## config.mk

```make
export PLATFORM = sky130hd
export DESIGN_NAME = swjps_watcher
export DESIGN_NICKNAME = d
export VERILOG_FILES = /design/src/swjps_pkg.sv /design/src/swjps_watcher.sv
export VERILOG_INCLUDE_DIRS = /design/src
export SDC_FILE = /design/constraint.sdc
export NUM_CORES = 1
export LEC_CHECK = 0
export BUFFER_PORTS_ARGS = -buffer_cell sky130_fd_sc_hd__buf_2
export CAP_MARGIN = 20
export CORE_ASPECT_RATIO = 1.25
export CORE_MARGIN = 2
export CORE_UTILIZATION = 60
export DETAILED_ROUTE_END_ITERATION = 10
export GPL_TIMING_DRIVEN = 0
export PLACE_DENSITY = 0.82
export SYNTH_ARGS = -nofsm -noshare
export SYNTH_HDL_FRONTEND = slang
export SYNTH_SLANG_ARGS = --single-unit
```

## constraint.sdc

```tcl
create_clock -name i_sys_clk -period 3.6 [get_ports i_sys_clk]
set_clock_uncertainty 0.05 [all_clocks]
set_input_delay 0 -clock i_sys_clk [delete_from_list [all_inputs] [get_ports i_sys_clk]]
set_output_delay 0 -clock i_sys_clk [all_outputs]
set_load 0.05 [all_outputs]
```

## src/swjps_params.svh

```systemverilog
// Purpose: Constants for the debug protocol-select watcher.
// Assumes: Select patterns are compared with the oldest sampled bit in bit 15.
// Notes:   Definitions only; included by the watcher.
`ifndef SWJPS_PARAMS_SVH
`define SWJPS_PARAMS_SVH

// Length of every select pattern, in sampled bits.
`define SWJPS_SEQ_LEN 16
// Pattern that moves the port from JTAG to the two-wire protocol.
`define SWJPS_SEQ_TO_WIRE 16'h79e7
// Pattern that moves the port from the two-wire protocol to JTAG.
`define SWJPS_SEQ_TO_JTAG 16'h3ce7
// Pattern that moves the port from the two-wire protocol to Dormant.
`define SWJPS_SEQ_TO_DORM 16'h3dc7
// Locked zero-bit-scan count that sends a JTAG port to Dormant.
`define SWJPS_ZBS_DORM_COUNT 3'h6
// Reset value of the pattern history and of the start-condition history.
`define SWJPS_HIST_RESET 16'h0000
// Reset value of the watcher's armed flag.
`define SWJPS_ARMED_RESET 1'b1

`endif

```

## src/swjps_pkg.sv

```systemverilog
// Purpose: Types shared by the protocol-select watcher and its users.
// Assumes: TAP state codes match those driven by the TAP controller.
// Notes:   Constants live in swjps_params.svh.
`default_nettype none

package swjps_pkg;

    // Selected protocol of the shared port.
    typedef enum logic [1:0] {
        SWJPS_JTAG = 2'b00,
        SWJPS_WIRE = 2'b01,
        SWJPS_DORM = 2'b10
    } swjps_mode_e;

    // TAP controller states as reported by the TAP.
    typedef enum logic [3:0] {
        TAP_LOGIC_RESET = 4'h0,
        TAP_RUN_IDLE    = 4'h1,
        TAP_SEL_DR      = 4'h2,
        TAP_CAPTURE_DR  = 4'h3,
        TAP_SHIFT_DR    = 4'h4,
        TAP_EXIT1_DR    = 4'h5,
        TAP_PAUSE_DR    = 4'h6,
        TAP_EXIT2_DR    = 4'h7,
        TAP_UPDATE_DR   = 4'h8,
        TAP_SEL_IR      = 4'h9,
        TAP_CAPTURE_IR  = 4'ha,
        TAP_SHIFT_IR    = 4'hb,
        TAP_EXIT1_IR    = 4'hc,
        TAP_PAUSE_IR    = 4'hd,
        TAP_EXIT2_IR    = 4'he,
        TAP_UPDATE_IR   = 4'hf
    } swjps_tap_e;

    // Zero-bit-scan report from the TAP side.
    typedef struct packed {
        logic       locked;
        logic [2:0] count;
    } swjps_zbs_s;

    // Status presented to the protocol engines.
    typedef struct packed {
        swjps_mode_e mode;
        logic        armed;
    } swjps_status_s;

endpackage : swjps_pkg

`default_nettype wire

```

## src/swjps_watcher.sv

```systemverilog
// Purpose: Watches the shared mode/data pin and selects JTAG, two-wire or Dormant.
// Assumes: Debug clock and mode/data pin are asynchronous; TAP and engine inputs are
//          on i_sys_clk. Debug clock is much slower than i_sys_clk.
// Notes:   Dormant wake-up codes are decoded outside and arrive as one-cycle pulses.
`default_nettype none
`include "swjps_params.svh"

// Notes on behaviour
// - Watch the mode/data pin for 16-bit patterns switching JTAG and two-wire.
// - After reset the port runs JTAG with no pattern needed.
// - Switch by pattern only while the selected interface sits in its reset state.
// - The TAP powers up in Test-Logic-Reset.
// - After a switch, ignore further patterns until the new protocol resets; the Dormant pattern 0x3DC7 is not gated on armed_q.
// - Re-arm on Test-Logic-Reset under JTAG or line reset under two-wire.
// - Under JTAG, accept the to-wire pattern only if it began in Test-Logic-Reset.
// - The to-wire pattern is 0x79E7 most significant bit first.
// - Two-wire starts in reset; probe leaves it by reading the identification register.
// - Under two-wire, accept the to-JTAG pattern only from line reset.
// - The to-JTAG pattern is 0x3CE7 most significant bit first.
// - Each full pattern lands in the requested protocol, harming no engine.
// - Provide a quiescent Dormant state.
// - Dormant can be entered from JTAG and from two-wire.
// - Leaving Dormant for JTAG, the TAP is in Test-Logic-Reset or Run-Test/Idle.
// - The TAP may be reset while JTAG is not selected.
// - Waking to two-wire leaves that interface in its reset state.
// - From line reset, pattern 0x3DC7 sends the port to Dormant.
// - Under JTAG, Run-Test/Idle with locked zero-bit-scan count six enters Dormant.
// - Probe leaves Dormant by alert sequence, four low clocks, then activation code.
module swjps_watcher (
    // Clock, reset and enable.
    input wire logic i_sys_clk,
    input wire logic i_rst,
    input wire logic i_clk_en,
    // Debug pins from the probe.
    input wire logic i_shared_debug_clock_pin,
    input wire logic i_shared_mode_data_pin,
    // Reports from the TAP controller and the two-wire engine.
    input wire swjps_pkg::swjps_tap_e i_tap_state,
    input wire swjps_pkg::swjps_zbs_s i_zero_bit_scan,
    input wire logic i_wire_line_reset,
    // Wake-up pulses from the Dormant exit decoder.
    input wire logic i_wake_to_jtag,
    input wire logic i_wake_to_wire,
    // Selection status and engine controls.
    output swjps_pkg::swjps_status_s o_status,
    output logic o_wire_enter_reset,
    output logic o_select_changed
);

    ////////////////////////////////////////////////////////////////////////////
    // Pin synchronisers and debug clock edge detection.

    logic clk_meta_q, clk_sync_q, clk_prev_q;
    logic dat_meta_q, dat_sync_q;
    logic clk_meta_d, clk_sync_d, clk_prev_d;
    logic dat_meta_d, dat_sync_d;
    logic dbg_rise;

    // Both pins pass two flops on the same path so data stays aligned with its clock.
    always_comb begin
        clk_meta_d = clk_meta_q;
        clk_sync_d = clk_sync_q;
        clk_prev_d = clk_prev_q;
        dat_meta_d = dat_meta_q;
        dat_sync_d = dat_sync_q;
        if (i_clk_en) begin
            clk_meta_d = i_shared_debug_clock_pin;
            clk_sync_d = clk_meta_q;
            clk_prev_d = clk_sync_q;
            dat_meta_d = i_shared_mode_data_pin;
            dat_sync_d = dat_meta_q;
        end
    end

    // Registers the synchroniser stages.
    always_ff @(posedge i_sys_clk or posedge i_rst) begin
        if (i_rst) begin
            clk_meta_q <= 1'b0;
            clk_sync_q <= 1'b0;
            clk_prev_q <= 1'b0;
            dat_meta_q <= 1'b0;
            dat_sync_q <= 1'b0;
        end else begin
            clk_meta_q <= clk_meta_d;
            clk_sync_q <= clk_sync_d;
            clk_prev_q <= clk_prev_d;
            dat_meta_q <= dat_meta_d;
            dat_sync_q <= dat_sync_d;
        end
    end

    // A rise of the debug clock is one sample slot of the pin.
    assign dbg_rise = i_clk_en & clk_sync_q & ~clk_prev_q;

    ////////////////////////////////////////////////////////////////////////////
    // Pattern history and start-condition history.

    logic [`SWJPS_SEQ_LEN-1:0] hist_q, hist_d;
    logic [`SWJPS_SEQ_LEN-1:0] start_q, start_d;
    logic in_reset_now;
    swjps_pkg::swjps_mode_e mode_q, mode_d;
    logic armed_q, armed_d;

    // The interface reset state that a pattern must begin in for the current mode.
    assign in_reset_now = (mode_q == swjps_pkg::SWJPS_JTAG) ?
                          (i_tap_state == swjps_pkg::TAP_LOGIC_RESET) :
                          i_wire_line_reset;

    // Shifts one pin sample and its start condition per debug clock rise.
    always_comb begin
        hist_d = hist_q;
        start_d = start_q;
        if (dbg_rise) begin
            hist_d = {hist_q[`SWJPS_SEQ_LEN-2:0], dat_sync_q};
            start_d = {start_q[`SWJPS_SEQ_LEN-2:0], in_reset_now};
        end
    end

    // Registers the histories.
    always_ff @(posedge i_sys_clk or posedge i_rst) begin
        if (i_rst) begin
            hist_q <= `SWJPS_HIST_RESET;
            start_q <= `SWJPS_HIST_RESET;
        end else begin
            hist_q <= hist_d;
            start_q <= start_d;
        end
    end

    ////////////////////////////////////////////////////////////////////////////
    // Protocol selection state machine.

    logic seq_ok;
    logic hit_wire, hit_jtag, hit_dorm, zbs_dorm;
    logic wire_rst_d, wire_rst_q, changed_d, changed_q;

    // A pattern counts only on a fresh sample whose first bit began in reset.
    assign seq_ok = dbg_rise & start_d[`SWJPS_SEQ_LEN-1];
    assign hit_wire = seq_ok & armed_q & (hist_d == `SWJPS_SEQ_TO_WIRE);
    assign hit_jtag = seq_ok & armed_q & (hist_d == `SWJPS_SEQ_TO_JTAG);
    assign hit_dorm = seq_ok & (hist_d == `SWJPS_SEQ_TO_DORM);
    assign zbs_dorm = (i_tap_state == swjps_pkg::TAP_RUN_IDLE) & i_zero_bit_scan.locked &
                      (i_zero_bit_scan.count == `SWJPS_ZBS_DORM_COUNT);

    // Next mode, armed flag and one-cycle engine controls.
    always_comb begin
        mode_d = mode_q;
        armed_d = armed_q;
        wire_rst_d = 1'b0;
        changed_d = 1'b0;
        if (i_clk_en) begin
            case (mode_q)
                swjps_pkg::SWJPS_JTAG: begin
                    if (i_tap_state == swjps_pkg::TAP_LOGIC_RESET) begin
                        armed_d = 1'b1;
                    end
                    if (hit_wire) begin
                        mode_d = swjps_pkg::SWJPS_WIRE;
                        armed_d = 1'b0;
                        wire_rst_d = 1'b1;
                        changed_d = 1'b1;
                    end else if (hit_jtag) begin
                        armed_d = 1'b0;
                    end else if (zbs_dorm) begin
                        mode_d = swjps_pkg::SWJPS_DORM;
                        changed_d = 1'b1;
                    end
                end
                swjps_pkg::SWJPS_WIRE: begin
                    if (i_wire_line_reset) begin
                        armed_d = 1'b1;
                    end
                    if (hit_jtag) begin
                        mode_d = swjps_pkg::SWJPS_JTAG;
                        armed_d = 1'b0;
                        changed_d = 1'b1;
                    end else if (hit_wire) begin
                        armed_d = 1'b0;
                        wire_rst_d = 1'b1;
                    end else if (hit_dorm) begin
                        mode_d = swjps_pkg::SWJPS_DORM;
                        changed_d = 1'b1;
                    end
                end
                swjps_pkg::SWJPS_DORM: begin
                    // Patterns are ignored here; only a wake-up code leaves Dormant.
                    armed_d = 1'b0;
                    if (i_wake_to_jtag) begin
                        mode_d = swjps_pkg::SWJPS_JTAG;
                        changed_d = 1'b1;
                    end else if (i_wake_to_wire) begin
                        mode_d = swjps_pkg::SWJPS_WIRE;
                        wire_rst_d = 1'b1;
                        changed_d = 1'b1;
                    end
                end
                default: begin
                    mode_d = swjps_pkg::SWJPS_JTAG;
                    armed_d = 1'b0;
                end
            endcase
        end
    end

    // Registers the selection state; JTAG is chosen out of reset.
    always_ff @(posedge i_sys_clk or posedge i_rst) begin
        if (i_rst) begin
            mode_q <= swjps_pkg::SWJPS_JTAG;
            armed_q <= `SWJPS_ARMED_RESET;
            wire_rst_q <= 1'b0;
            changed_q <= 1'b0;
        end else begin
            mode_q <= mode_d;
            armed_q <= armed_d;
            wire_rst_q <= wire_rst_d;
            changed_q <= changed_d;
        end
    end

    // Outputs come straight from the state flops.
    assign o_status = '{mode: mode_q, armed: armed_q};
    assign o_wire_enter_reset = wire_rst_q;
    assign o_select_changed = changed_q;

    ////////////////////////////////////////////////////////////////////////////
    // Checks.

    logic out_of_rst_q;

    // Marks every cycle after the first one following reset.
    always_ff @(posedge i_sys_clk or posedge i_rst) begin
        if (i_rst) begin
            out_of_rst_q <= 1'b0;
        end else begin
            out_of_rst_q <= 1'b1;
        end
    end

    property p_default_jtag;
        @(posedge i_sys_clk) disable iff (i_rst)
        !out_of_rst_q |-> (mode_q == swjps_pkg::SWJPS_JTAG);
    endproperty
    a_default_jtag: assert property (p_default_jtag)
        else $error("Port did not start in JTAG.");

    property p_to_wire;
        @(posedge i_sys_clk) disable iff (i_rst)
        (mode_q == swjps_pkg::SWJPS_JTAG && armed_q && seq_ok &&
         hist_d == `SWJPS_SEQ_TO_WIRE)
        |=> (mode_q == swjps_pkg::SWJPS_WIRE) && wire_rst_q && !armed_q;
    endproperty
    a_to_wire: assert property (p_to_wire)
        else $error("To-wire pattern did not select two-wire.");

    property p_to_jtag;
        @(posedge i_sys_clk) disable iff (i_rst)
        (mode_q == swjps_pkg::SWJPS_WIRE && armed_q && seq_ok &&
         hist_d == `SWJPS_SEQ_TO_JTAG)
        |=> (mode_q == swjps_pkg::SWJPS_JTAG) ##1 !o_select_changed;
    endproperty
    a_to_jtag: assert property (p_to_jtag)
        else $error("To-JTAG pattern did not select JTAG.");

    property p_locked_out;
        @(posedge i_sys_clk) disable iff (i_rst)
        (mode_q == swjps_pkg::SWJPS_WIRE && !armed_q)
        |=> (mode_q != swjps_pkg::SWJPS_JTAG);
    endproperty
    a_locked_out: assert property (p_locked_out)
        else $error("Switch taken while watcher was locked out.");

    property p_rearm_tlr;
        @(posedge i_sys_clk) disable iff (i_rst)
        (i_clk_en && mode_q == swjps_pkg::SWJPS_JTAG && !hit_wire && !hit_jtag &&
         i_tap_state == swjps_pkg::TAP_LOGIC_RESET) |=> armed_q;
    endproperty
    a_rearm_tlr: assert property (p_rearm_tlr)
        else $error("Watcher did not re-arm in Test-Logic-Reset.");

    property p_start_in_tlr;
        @(posedge i_sys_clk) disable iff (i_rst)
        (mode_q == swjps_pkg::SWJPS_JTAG && dbg_rise && !start_d[`SWJPS_SEQ_LEN-1])
        |=> (mode_q != swjps_pkg::SWJPS_WIRE);
    endproperty
    a_start_in_tlr: assert property (p_start_in_tlr)
        else $error("To-wire pattern taken outside Test-Logic-Reset.");

    property p_zbs_dormant;
        @(posedge i_sys_clk) disable iff (i_rst)
        (i_clk_en && mode_q == swjps_pkg::SWJPS_JTAG && !hit_wire && !hit_jtag && zbs_dorm)
        |=> (mode_q == swjps_pkg::SWJPS_DORM) && o_select_changed;
    endproperty
    a_zbs_dormant: assert property (p_zbs_dormant)
        else $error("Locked count of six did not enter Dormant.");

    property p_wire_starts_reset;
        @(posedge i_sys_clk) disable iff (i_rst)
        $rose(mode_q == swjps_pkg::SWJPS_WIRE) |-> wire_rst_q ##1 !wire_rst_q;
    endproperty
    a_wire_starts_reset: assert property (p_wire_starts_reset)
        else $error("Two-wire entered without its reset pulse.");

    property p_sample;
        @(posedge i_sys_clk) disable iff (i_rst)
        dbg_rise |=> (hist_q[0] == $past(dat_sync_q));
    endproperty
    a_sample: assert property (p_sample)
        else $error("Pin sample missing from history.");

endmodule : swjps_watcher

`default_nettype wire

```

# [After elaboration in Yosys (flattened, before gate mapping)]
# Index checks and enable logic that the tools add are counted.
[word_totals] regBits=42 in_bits=16 output_inout_bits=5
[op_classes] eq_ne=14 mux=34 bitwise=10 reduce_logical=4
[op_table] cell="16-bit by 14-bit == test with 1-bit output, second input constant" n=2
[op_table] cell="16-bit 2-to-1 mux" n=2
[op_table] cell="1-bit 2-to-1 mux" n=20
[op_table] cell="16-bit by 15-bit == test with 1-bit output, second input constant" n=1
[op_table] cell="2-bit 2-to-1 mux" n=8
[op_table] cell="3-bit inequality test, second input constant" n=5
[op_table] cell="1-bit AND" n=9
[op_table] cell="1-bit case mux with 3 select lines" n=2
[op_table] cell="2-bit case mux with 3 select lines" n=1
[op_table] cell="6-bit AND reduction" n=1
[op_table] cell="4-bit by 1-bit == test with 1-bit output, second input constant" n=1
[op_table] cell="4-bit logical NOT" n=1
[op_table] cell="4-bit by 3-bit inequality test with 1-bit output, second input constant" n=1
[op_table] cell="4-bit inequality test, second input constant" n=1
[op_table] cell="3-bit == test, second input constant" n=1
[op_table] cell="3-bit AND reduction" n=1
[op_table] cell="2-bit by 1-bit == test with 1-bit output, second input constant" n=1
[op_table] cell="2-bit == test, second input constant" n=1
[op_table] cell="2-bit logical NOT" n=1
[op_table] cell="1-bit case mux with 2 select lines" n=1
[op_table] cell="1-bit NOT" n=1

# [Longest topological paths before layout]
# Gate-level depths: netlist (run 1).
[depth] depth_word=10 mapped_depth=6

# [Worst setup path before layout (run 1)]
# OpenSTA, ideal clock, no wires.
[synth_path] kind="reg-to-reg" startpoint="reg clk_prev_q" endpoint="reg mode_q[1]" setup_time_ns=0.126 t_arrival_ns=1.620 setup_slack_ns=1.804 stages_incl_launch_ff=7 path_buffers=1 period_less_slack_ns=1.796 path_cell_list="dfrtp_1 > and3b_1 > buf_4 > nand4_2 > or3_1 > and3_1 > o32a_1"
[synth_between] elab_chain_cells=8 elab_cells_between_ends=20 classes_between="7 x eq/ne; 5 x mux; 7 x bitwise; 1 x reduce/logical"
[synth_lines] item="start, declared" line="swjps_watcher.sv:53" text="logic clk_meta_q, clk_sync_q, clk_prev_q;"
[synth_lines] item="start signal, assigned" line="swjps_watcher.sv:86" text="clk_prev_q <= clk_prev_d;"
[synth_lines] item="1-bit NOT (*)" line="swjps_watcher.sv:93" text="assign dbg_rise = i_clk_en & clk_sync_q & ~clk_prev_q;"
[synth_lines] item="1-bit AND (*)" line="swjps_watcher.sv:93"
[synth_lines] item="branches (longest 6 deep; another with 16-bit 2-to-1 mux)"
[synth_lines] item="end signal, assigned" line="swjps_watcher.sv:208" text="mode_q <= swjps_pkg::SWJPS_JTAG;"
[synth_lines] item="end signal, assigned" line="swjps_watcher.sv:213" text="mode_q <= mode_d;"
[synth_lines] item="end, declared" line="swjps_watcher.sv:101" text="swjps_pkg::swjps_mode_e mode_q, mode_d;"
# Mark *: on every way between the ends.
# A chain may end at the register's enable or synchronous reset.

# [Worst setup path in the final report (run 1)]
# Same ends and word-level chain as after synthesis.

==> results of run 1 <==
## sequential cells by signal, indices dropped and copies added (netlist names)
signal,count
dat_sync_q,1
armed_q,1
start_q,15
o_select_changed,1
clk_prev_q,1
dat_meta_q,1
clk_sync_q,1
hist_q,15
mode_q,2
clk_meta_q,1
o_wire_enter_reset,1
## synthesized netlist by cell type, types with 3 or more instances
master	instances	area, µm²
and4b_1	4	40.0
nand2_1	89	334
nand2b_1	3	18.8
o21ai_0	4	20.0
nand3b_1	5	37.5
clkbuf_1	8	30.0
mux2_2	6	67.6
a21oi_1	4	20.0
nor2_1	4	15.0
dfrtp_1	39	976
## final timing paths
path | start | end | slack [ns] | depth (start not counted)
worst max-delay path | clk_prev_q | mode_q[1] | 1.61 | 6
worst min-delay path | i_wake_to_jtag | mode_q[0] | 0.17 | 4
worst max register to register | clk_prev_q | mode_q[1] | 1.61 | 6
worst min register to register | start_q[1] | start_q[2] | 0.42 | 2
max in group asynchronous | i_rst | armed_q | 2.64 | 4
min in group asynchronous | i_rst | start_q[2] | 0.23 | 3
## logic make-up (layout without fill, tap and decap cells)
group / count (synthesis) / count (layout)
and+or+nand+nor: 123 / 123
DFF: 40 / 40
AOI/OAI and AO/OA: 15 / 15
buffers and inverters: 12 / 48
muxes: 7 / 7
## metal layers
metal / routed length [µm] / vias to the layer above
met5: 0 / -
met4: 79 / 0
met3: 172 / 10
met2: 1950 / 38
met1: 1460 / 705
li1: - / 722
## area by class of cell
class                           instances  area (µm²)
Buffer                                 11        48.8
Fill cell                             236         792
Inverter                                1        3.75
Tap cell                               36        45.0
Clock buffer                            6        41.3
Timing Repair Buffer                   28         198
Multi-Input combinational cell        145         752
Clock inverter                          2        35.0
Sequential cell                        40        1000
## power by group through the flow
| stage | clock network [W] | registers, W | logic [W] |
|---|---|---|---|
| 6_report | 0.000290 | 0.000636 | 0.000241 |
| 5_1_grt | 0.000315 | 0.000651 | 0.000271 |
| 4_1_cts | 0.000298 | 0.000635 | 0.000242 |
| 3_5_place_dp | 0 | 0.000642 | 0.000235 |
| 3_3_place_gp | 0 | 0.000634 | 0.000218 |
| 2_1_floorplan | 0 | 0.000633 | 0.000164 |
## critical path: cells and delay by family (launching register included)
kind | cells | cell delay [ns]
flops | 1 | 0.41
buf+inv | 1 | 0.16
simple gates | 4 | 0.99
compound gates | 1 | 0.27
## stage by stage
| step | utilization (%) | hold slack [ns] | setup slack [ns] |
|---|---|---|---|
| 2_1_floorplan | - | 0.102 | 1.80 |
| 3_3_place_gp | 66.9 | 0.183 | 1.69 |
| 3_5_place_dp | 67.8 | 0.0847 | 1.64 |
| 4_1_cts | 72.9 | 0.142 | 1.63 |
| 5_1_grt | 72.9 | 0.199 | 1.49 |
| 6_report | 72.9 | 0.171 | 1.61 |
==> flow_summary.yaml, run 1 <==
outcome:
  status: "finished clean"
worst_setup_path:
  worstPathMaxFanout: 8
  end_kind: "register"
  cp_cell_sequence: "and3b_1 > buf_4 > nand4_2 > or3_1 > and3_1 > o32a_1"
  slowest_stage: "or3_1"
  max_stage_delay_ns: 0.45
  worstPathRequired_ns: 3.80
  start_kind: "register"
  crit_arrival_ns: 2.19
  path_class: "register to register"
die:
  core_um2: 2920
  die_x_um: 53.1
  row_count: 22
  start_util_pct: 61.9
  dieArea_um2: 3470
  die_h_um: 65.4
  ios: 21
global_routing:
  top_usage_layer: "met2"
  gr-usage-all-layers_pct: 25.2
  grt_pass1_wl_um: 6390
  antenna_found_initial: 0
  gr-usage-met1_pct: 26.7
  first_global_vias: 1569
  grt_overflow: 0
  grtUsageMet3_pct: 6.14
  met2_usage_pct: 46.9
  grt_start_max_net_pins: 26
clock_tree:
  clk_latency_ns: 0.35
  cts_tree: "yes"
  clk_pin_slew_ns: 0.12
  cts_setup_buffers: 0
  cts_root_buf: "clkbuf_4"
  numCtsBuffers: 5
  clock_sinks: 40
  cts-resized-gates: 0
  clock_path_buffers: 2
  holdBufCountCts: 7
  htreeDepth: 2
logic_synthesis:
  synthAdderAreaFrac_pct: 0
  ys_seq_area_share_pct: 55.5
  synth_edf_count: 0
  yosys.area_share.simple_pct: 31.7
  synth_compound_area_share_pct: 5.61
  syn_area_per_cell_um2: 9.17
  synth_mux_area_share_pct: 4.29
  async_flop_share_pct: 100
  synth_cell_types: 32
  synth-xor-area-share_pct: 0
  ys_warn_count: 0
  syn_nets: 213
  syn_inst: 197
  ys_ff_latch: 40
  ys.flop_type: "dfrtp_1"
  synth_area_um2: 1810
  synth_top_family_by_area: "simple AND/OR/NAND/NOR gates"
power_and_ir_drop:
  p_leak_nw: 1.12
  pwr-share-clk_pct: 24.9
  p_int_w: 0.000795
  p_per_area_nw_per_um2: 549
  power_w: 0.00117
  switchingPower_w: 0.000372
  ir_drop_mv: 0.408
  p_comb_share_pct: 20.6
  seq_power_share_pct: 54.5
  swShare_pct: 31.9
finish:
  fin_cells: 269
  final_area_um2: 2130
  layout_common_cells: "89 x nand2_1, 39 x dfrtp_1, 20 x buf_2, 9 x clkbuf_1, 7 x dlygate4sd3_1"
  drive_gt1_share_pct: 16.3
  final_common_cell: "nand2_1"
  fin_nets: 248
  area_delta_synth_final_pct: 17.7
  antenna_cells: 0
placed_design:
  placed_cells: 254
  gp_congestion: 0.771
  dp_hpwl_um: 2610
  portBuffers: 20
  placed_cell_area_um2: 1980
hold_path:
  hold_class: "primary input to register"
sta:
  tns_ns: 0
  post-route-period-util_pct: 55.3
  drv_slew: 0
  setup_viol: 0
  rsz0062_at_grt: "false"
  worstMarginPinSlew_ns: 0.686
  fin_crit_ns: 1.99
  hold_violations: 0
  fmax_mhz: 502
  relSlewSlack_pct: 54.2
routing:
  wl_um: 3670
  drtAntennaViolNets: 0
  vias: 1475
  via_per_inst: 5.48
  drt_iter0_drc: 64
  drc_errors: 0
  dr.pass1.iters: 4
  wl_per_cell_um: 13.6
run:
  drv_cap: 0
No activity file was read; power rests on OpenSTA's default activity.
==> run 2, diff against run 1 <==
--- a/config.mk
+++ b/config.mk
@@ -6,14 +6,15 @@
 export SDC_FILE = /design/constraint.sdc
 export NUM_CORES = 1
 export LEC_CHECK = 0
+export ABC_AREA = 1
 export BUFFER_PORTS_ARGS = -buffer_cell sky130_fd_sc_hd__buf_2
 export CAP_MARGIN = 20
 export CORE_ASPECT_RATIO = 1.25
 export CORE_MARGIN = 2
-export CORE_UTILIZATION = 60
+export CORE_UTILIZATION = 53
 export DETAILED_ROUTE_END_ITERATION = 10
 export GPL_TIMING_DRIVEN = 0
-export PLACE_DENSITY = 0.82
+export PLACE_DENSITY = 0.75
 export SYNTH_ARGS = -nofsm -noshare
 export SYNTH_HDL_FRONTEND = slang
 export SYNTH_SLANG_ARGS = --single-unit
==> constraint.sdc (replaced) <==
create_clock -name i_sys_clk -period 1.7 [get_ports i_sys_clk]
set_clock_uncertainty 0.05 [all_clocks]
set_input_delay 0 -clock i_sys_clk [delete_from_list [all_inputs] [get_ports i_sys_clk]]
set_output_delay 0 -clock i_sys_clk [all_outputs]
set_load 0.05 [all_outputs]
==> flow_summary.yaml, run 2 <==
logic_synthesis:
  synth_common_cells: "99 x nand2_1, 40 x dfrtp_1, 36 x inv_1, 22 x nor2_1, 21 x o21ai_0"
  ys_warn_count: 0
  synthTopCellsByArea: "dfrtp_1 46%, nand2_1 17%, inv_1 6.2%, o21ai_0 4.8%, nor2_1 3.8%"
  ys_ff_latch: 41
  async_flop_share_pct: 100
  synth_edf_count: 0
  ys_seq_area_share_pct: 46.9
  syn_inst: 285
  synth_top_cell_by_area: "dfrtp_1"
  ys.flop_type: "dfrtp_1"
  synth_cell_types: 27
  syn_area_per_cell_um2: 7.69
  syn_nets: 301
  synth.most_common_cell: "nand2_1"
  synth_area_um2: 2190
  synth_top_cell_area_share_pct: 45.7
clock_tree:
  numCtsBuffers: 5
  clock_path_buffers: 2
  clk_pin_slew_ns: 0.07
  clk_latency_ns: 0.30
  cts_tree: "yes"
  htreeDepth: 2
  cts_root_buf: "clkbuf_8"
  clock_sinks: 41
sta:
  drv_slew: 0
  relSlewSlack_pct: 44.4
  fin_crit_ns: 1.86
  setup_viol: 5
  worstMarginPinSlew_ns: 0.833
  rsz0062_at_grt: "true"
  fin_hold_ws_ns: 0.0150
  fmax_mhz: 538
  post-route-period-util_pct: 109
  tns_ns: -0.598
  setup_ws_ns: -0.160
  hold_violations: 0
placed_design:
  placed_cells: 360
  portBuffers: 19
  dp_hpwl_um: 3120
  gp_congestion: 0.829
  place_ws_ns: -0.284
power_and_ir_drop:
  p_int_w: 0.00201
  p_leak_nw: 1.36
  pwr-share-clk_pct: 19.0
  p_comb_share_pct: 35.6
  seq_power_share_pct: 45.4
  ir_drop_mv: 1.00
  swShare_pct: 38.7
  switchingPower_w: 0.00127
  p_per_area_nw_per_um2: 1210
die:
  dieArea_um2: 4670
  row_count: 26
  ios: 21
  core_um2: 4030
  die_x_um: 61.5
  die_h_um: 75.9
  start_util_pct: 54.3
worst_setup_path:
  start_kind: "register"
  critPathLaunch: "clk_prev_q"
  r2r_start: "clk_prev_q"
  worstPathMaxFanout: 5
  path_class: "register to register"
  end_kind: "register"
  crit_arrival_ns: 2.00
  worstPathRequired_ns: 1.84
global_routing:
  grt_pass1_wl_um: 8030
  grt_overflow: 0
  grt_start_max_net_pins: 42
  antenna_found_initial: 0
  gr-usage-all-layers_pct: 23.3
  first_global_vias: 1783
finish:
  top_register: "hist_q"
  fin_util_pct: 67.1
  area_delta_synth_final_pct: 23.6
  final_common_cell: "nand2_1"
  layout_common_cells: "90 x nand2_1, 40 x dfrtp_1, 35 x inv_1, 20 x o21ai_0, 20 x buf_2"
  drive_gt1_share_pct: 27.6
  fin_cells: 389
  reg_top3: "hist_q (16), start_q (15), mode_q (2)"
  antenna_cells: 0
  fin_nets: 348
  largest_reg_flops: 16
outcome:
  status: "finished with violations"
  violations: "setup timing"
run:
  drv_cap: 0
routing:
  vias: 1903
  via_per_inst: 4.89
  dr.pass1.iters: 5
  drt_iter0_drc: 72
  drtAntennaViolNets: 0
  drc_errors: 0
  wl_um: 4720
  wl_per_cell_um: 12.1
hold_path:
  min_from: "i_tap_state[1]"
  hold_class: "primary input to register"
[run 2: cell types whose count changed after synthesis, sizes merged, moves of 9 or more]
cell   before  now
o21ai       4   26
nand4       1   10
nand3       2   14
nand2      89  110
inv         1   38
nor2        4   29
[run 2: final cells by class]
cell class	count	area, µm²
fillers	356	1330
flip-flops and latches	41	1030
multi-input cells	196	991
repair buffers	40	293
inverters	38	145
plain buffers	10	93.8
clock buffers	6	72.6
well taps	56	70.1
clock inverters	2	15.0
[run 2: power groups by stage]
stage / registers, W / logic [W] / clock network [W]
6_report: 0.00149 / 0.00117 / 0.000623
5_1_grt: 0.00153 / 0.00134 / 0.000672
4_1_cts: 0.00148 / 0.00112 / 0.000643
3_5_place_dp: 0.00150 / 0.00103 / 0
3_3_place_gp: 0.00149 / 0.00101 / 0
2_1_floorplan: 0.00156 / 0.000736 / 0
[run 2: through the flow]
stage / area [µm²] / total power (W)
2_1_floorplan: 2200 / 0.00229
3_3_place_gp: 2360 / 0.00251
3_5_place_dp: 2360 / 0.00253
4_1_cts: 2650 / 0.00325
5_1_grt: 2710 / 0.00354
6_report: 2710 / 0.00327
[run 2: cells by family after synthesis]
kind of cell / count (synthesis) / synth area share (%)
and+or+nand+nor: 164 / 34.8
buffers and inverters: 49 / 10.8
DFF: 41 / 46.9
AOI/OAI and AO/OA: 31 / 7.48
[run 2: worst paths after layout]
| path | endpoint | cells after the start | slack [ns] |
|---|---|---|---|
| min in group asynchronous | start_q[11] | 3 | 0.37 |
| max in group asynchronous | hist_q[4] | 3 | 0.71 |
| worst min register to register | dat_meta_q | 2 | 0.42 |
| worst max register to register | mode_q[0] | 14 | -0.16 |
| worst max-delay path | mode_q[0] | 14 | -0.16 |
| worst min-delay path | armed_q | 4 | 0.01 |
[run 2: per-layer routing]
metal	routed length, µm	vias to the layer above	GRT usage [%]
met1	2050	872	30.8
met5	0	-	0
li1	-	980	-
met3	187	6	4.75
met4	55	0	6.86
met2	2430	45	38.6
[run 2: worst max-delay path, cell delays in order, from the launching register on]
cell     delay [ns]
dfrtp_1        0.43
buf_6          0.14
nor2_4         0.18
buf_6          0.14
nand2_2        0.04
nand2_2        0.07
nand2_1        0.06
nor2_2         0.10
nand2_1        0.09
nor2_2         0.13
nor2_1         0.06
nand2_2        0.09
nand3_2        0.07
nand2_1        0.07
nand2_1        0.05
[run 2: timing repair]
item	4_1_cts	5_1_grt
endpoints found under the hold margin	46	0
setup buffers	11	0
hold buffers	7	0
endpoints found under the setup margin	5	10
gates resized for setup	12	11
cloned	2	2
pin swaps	11	4
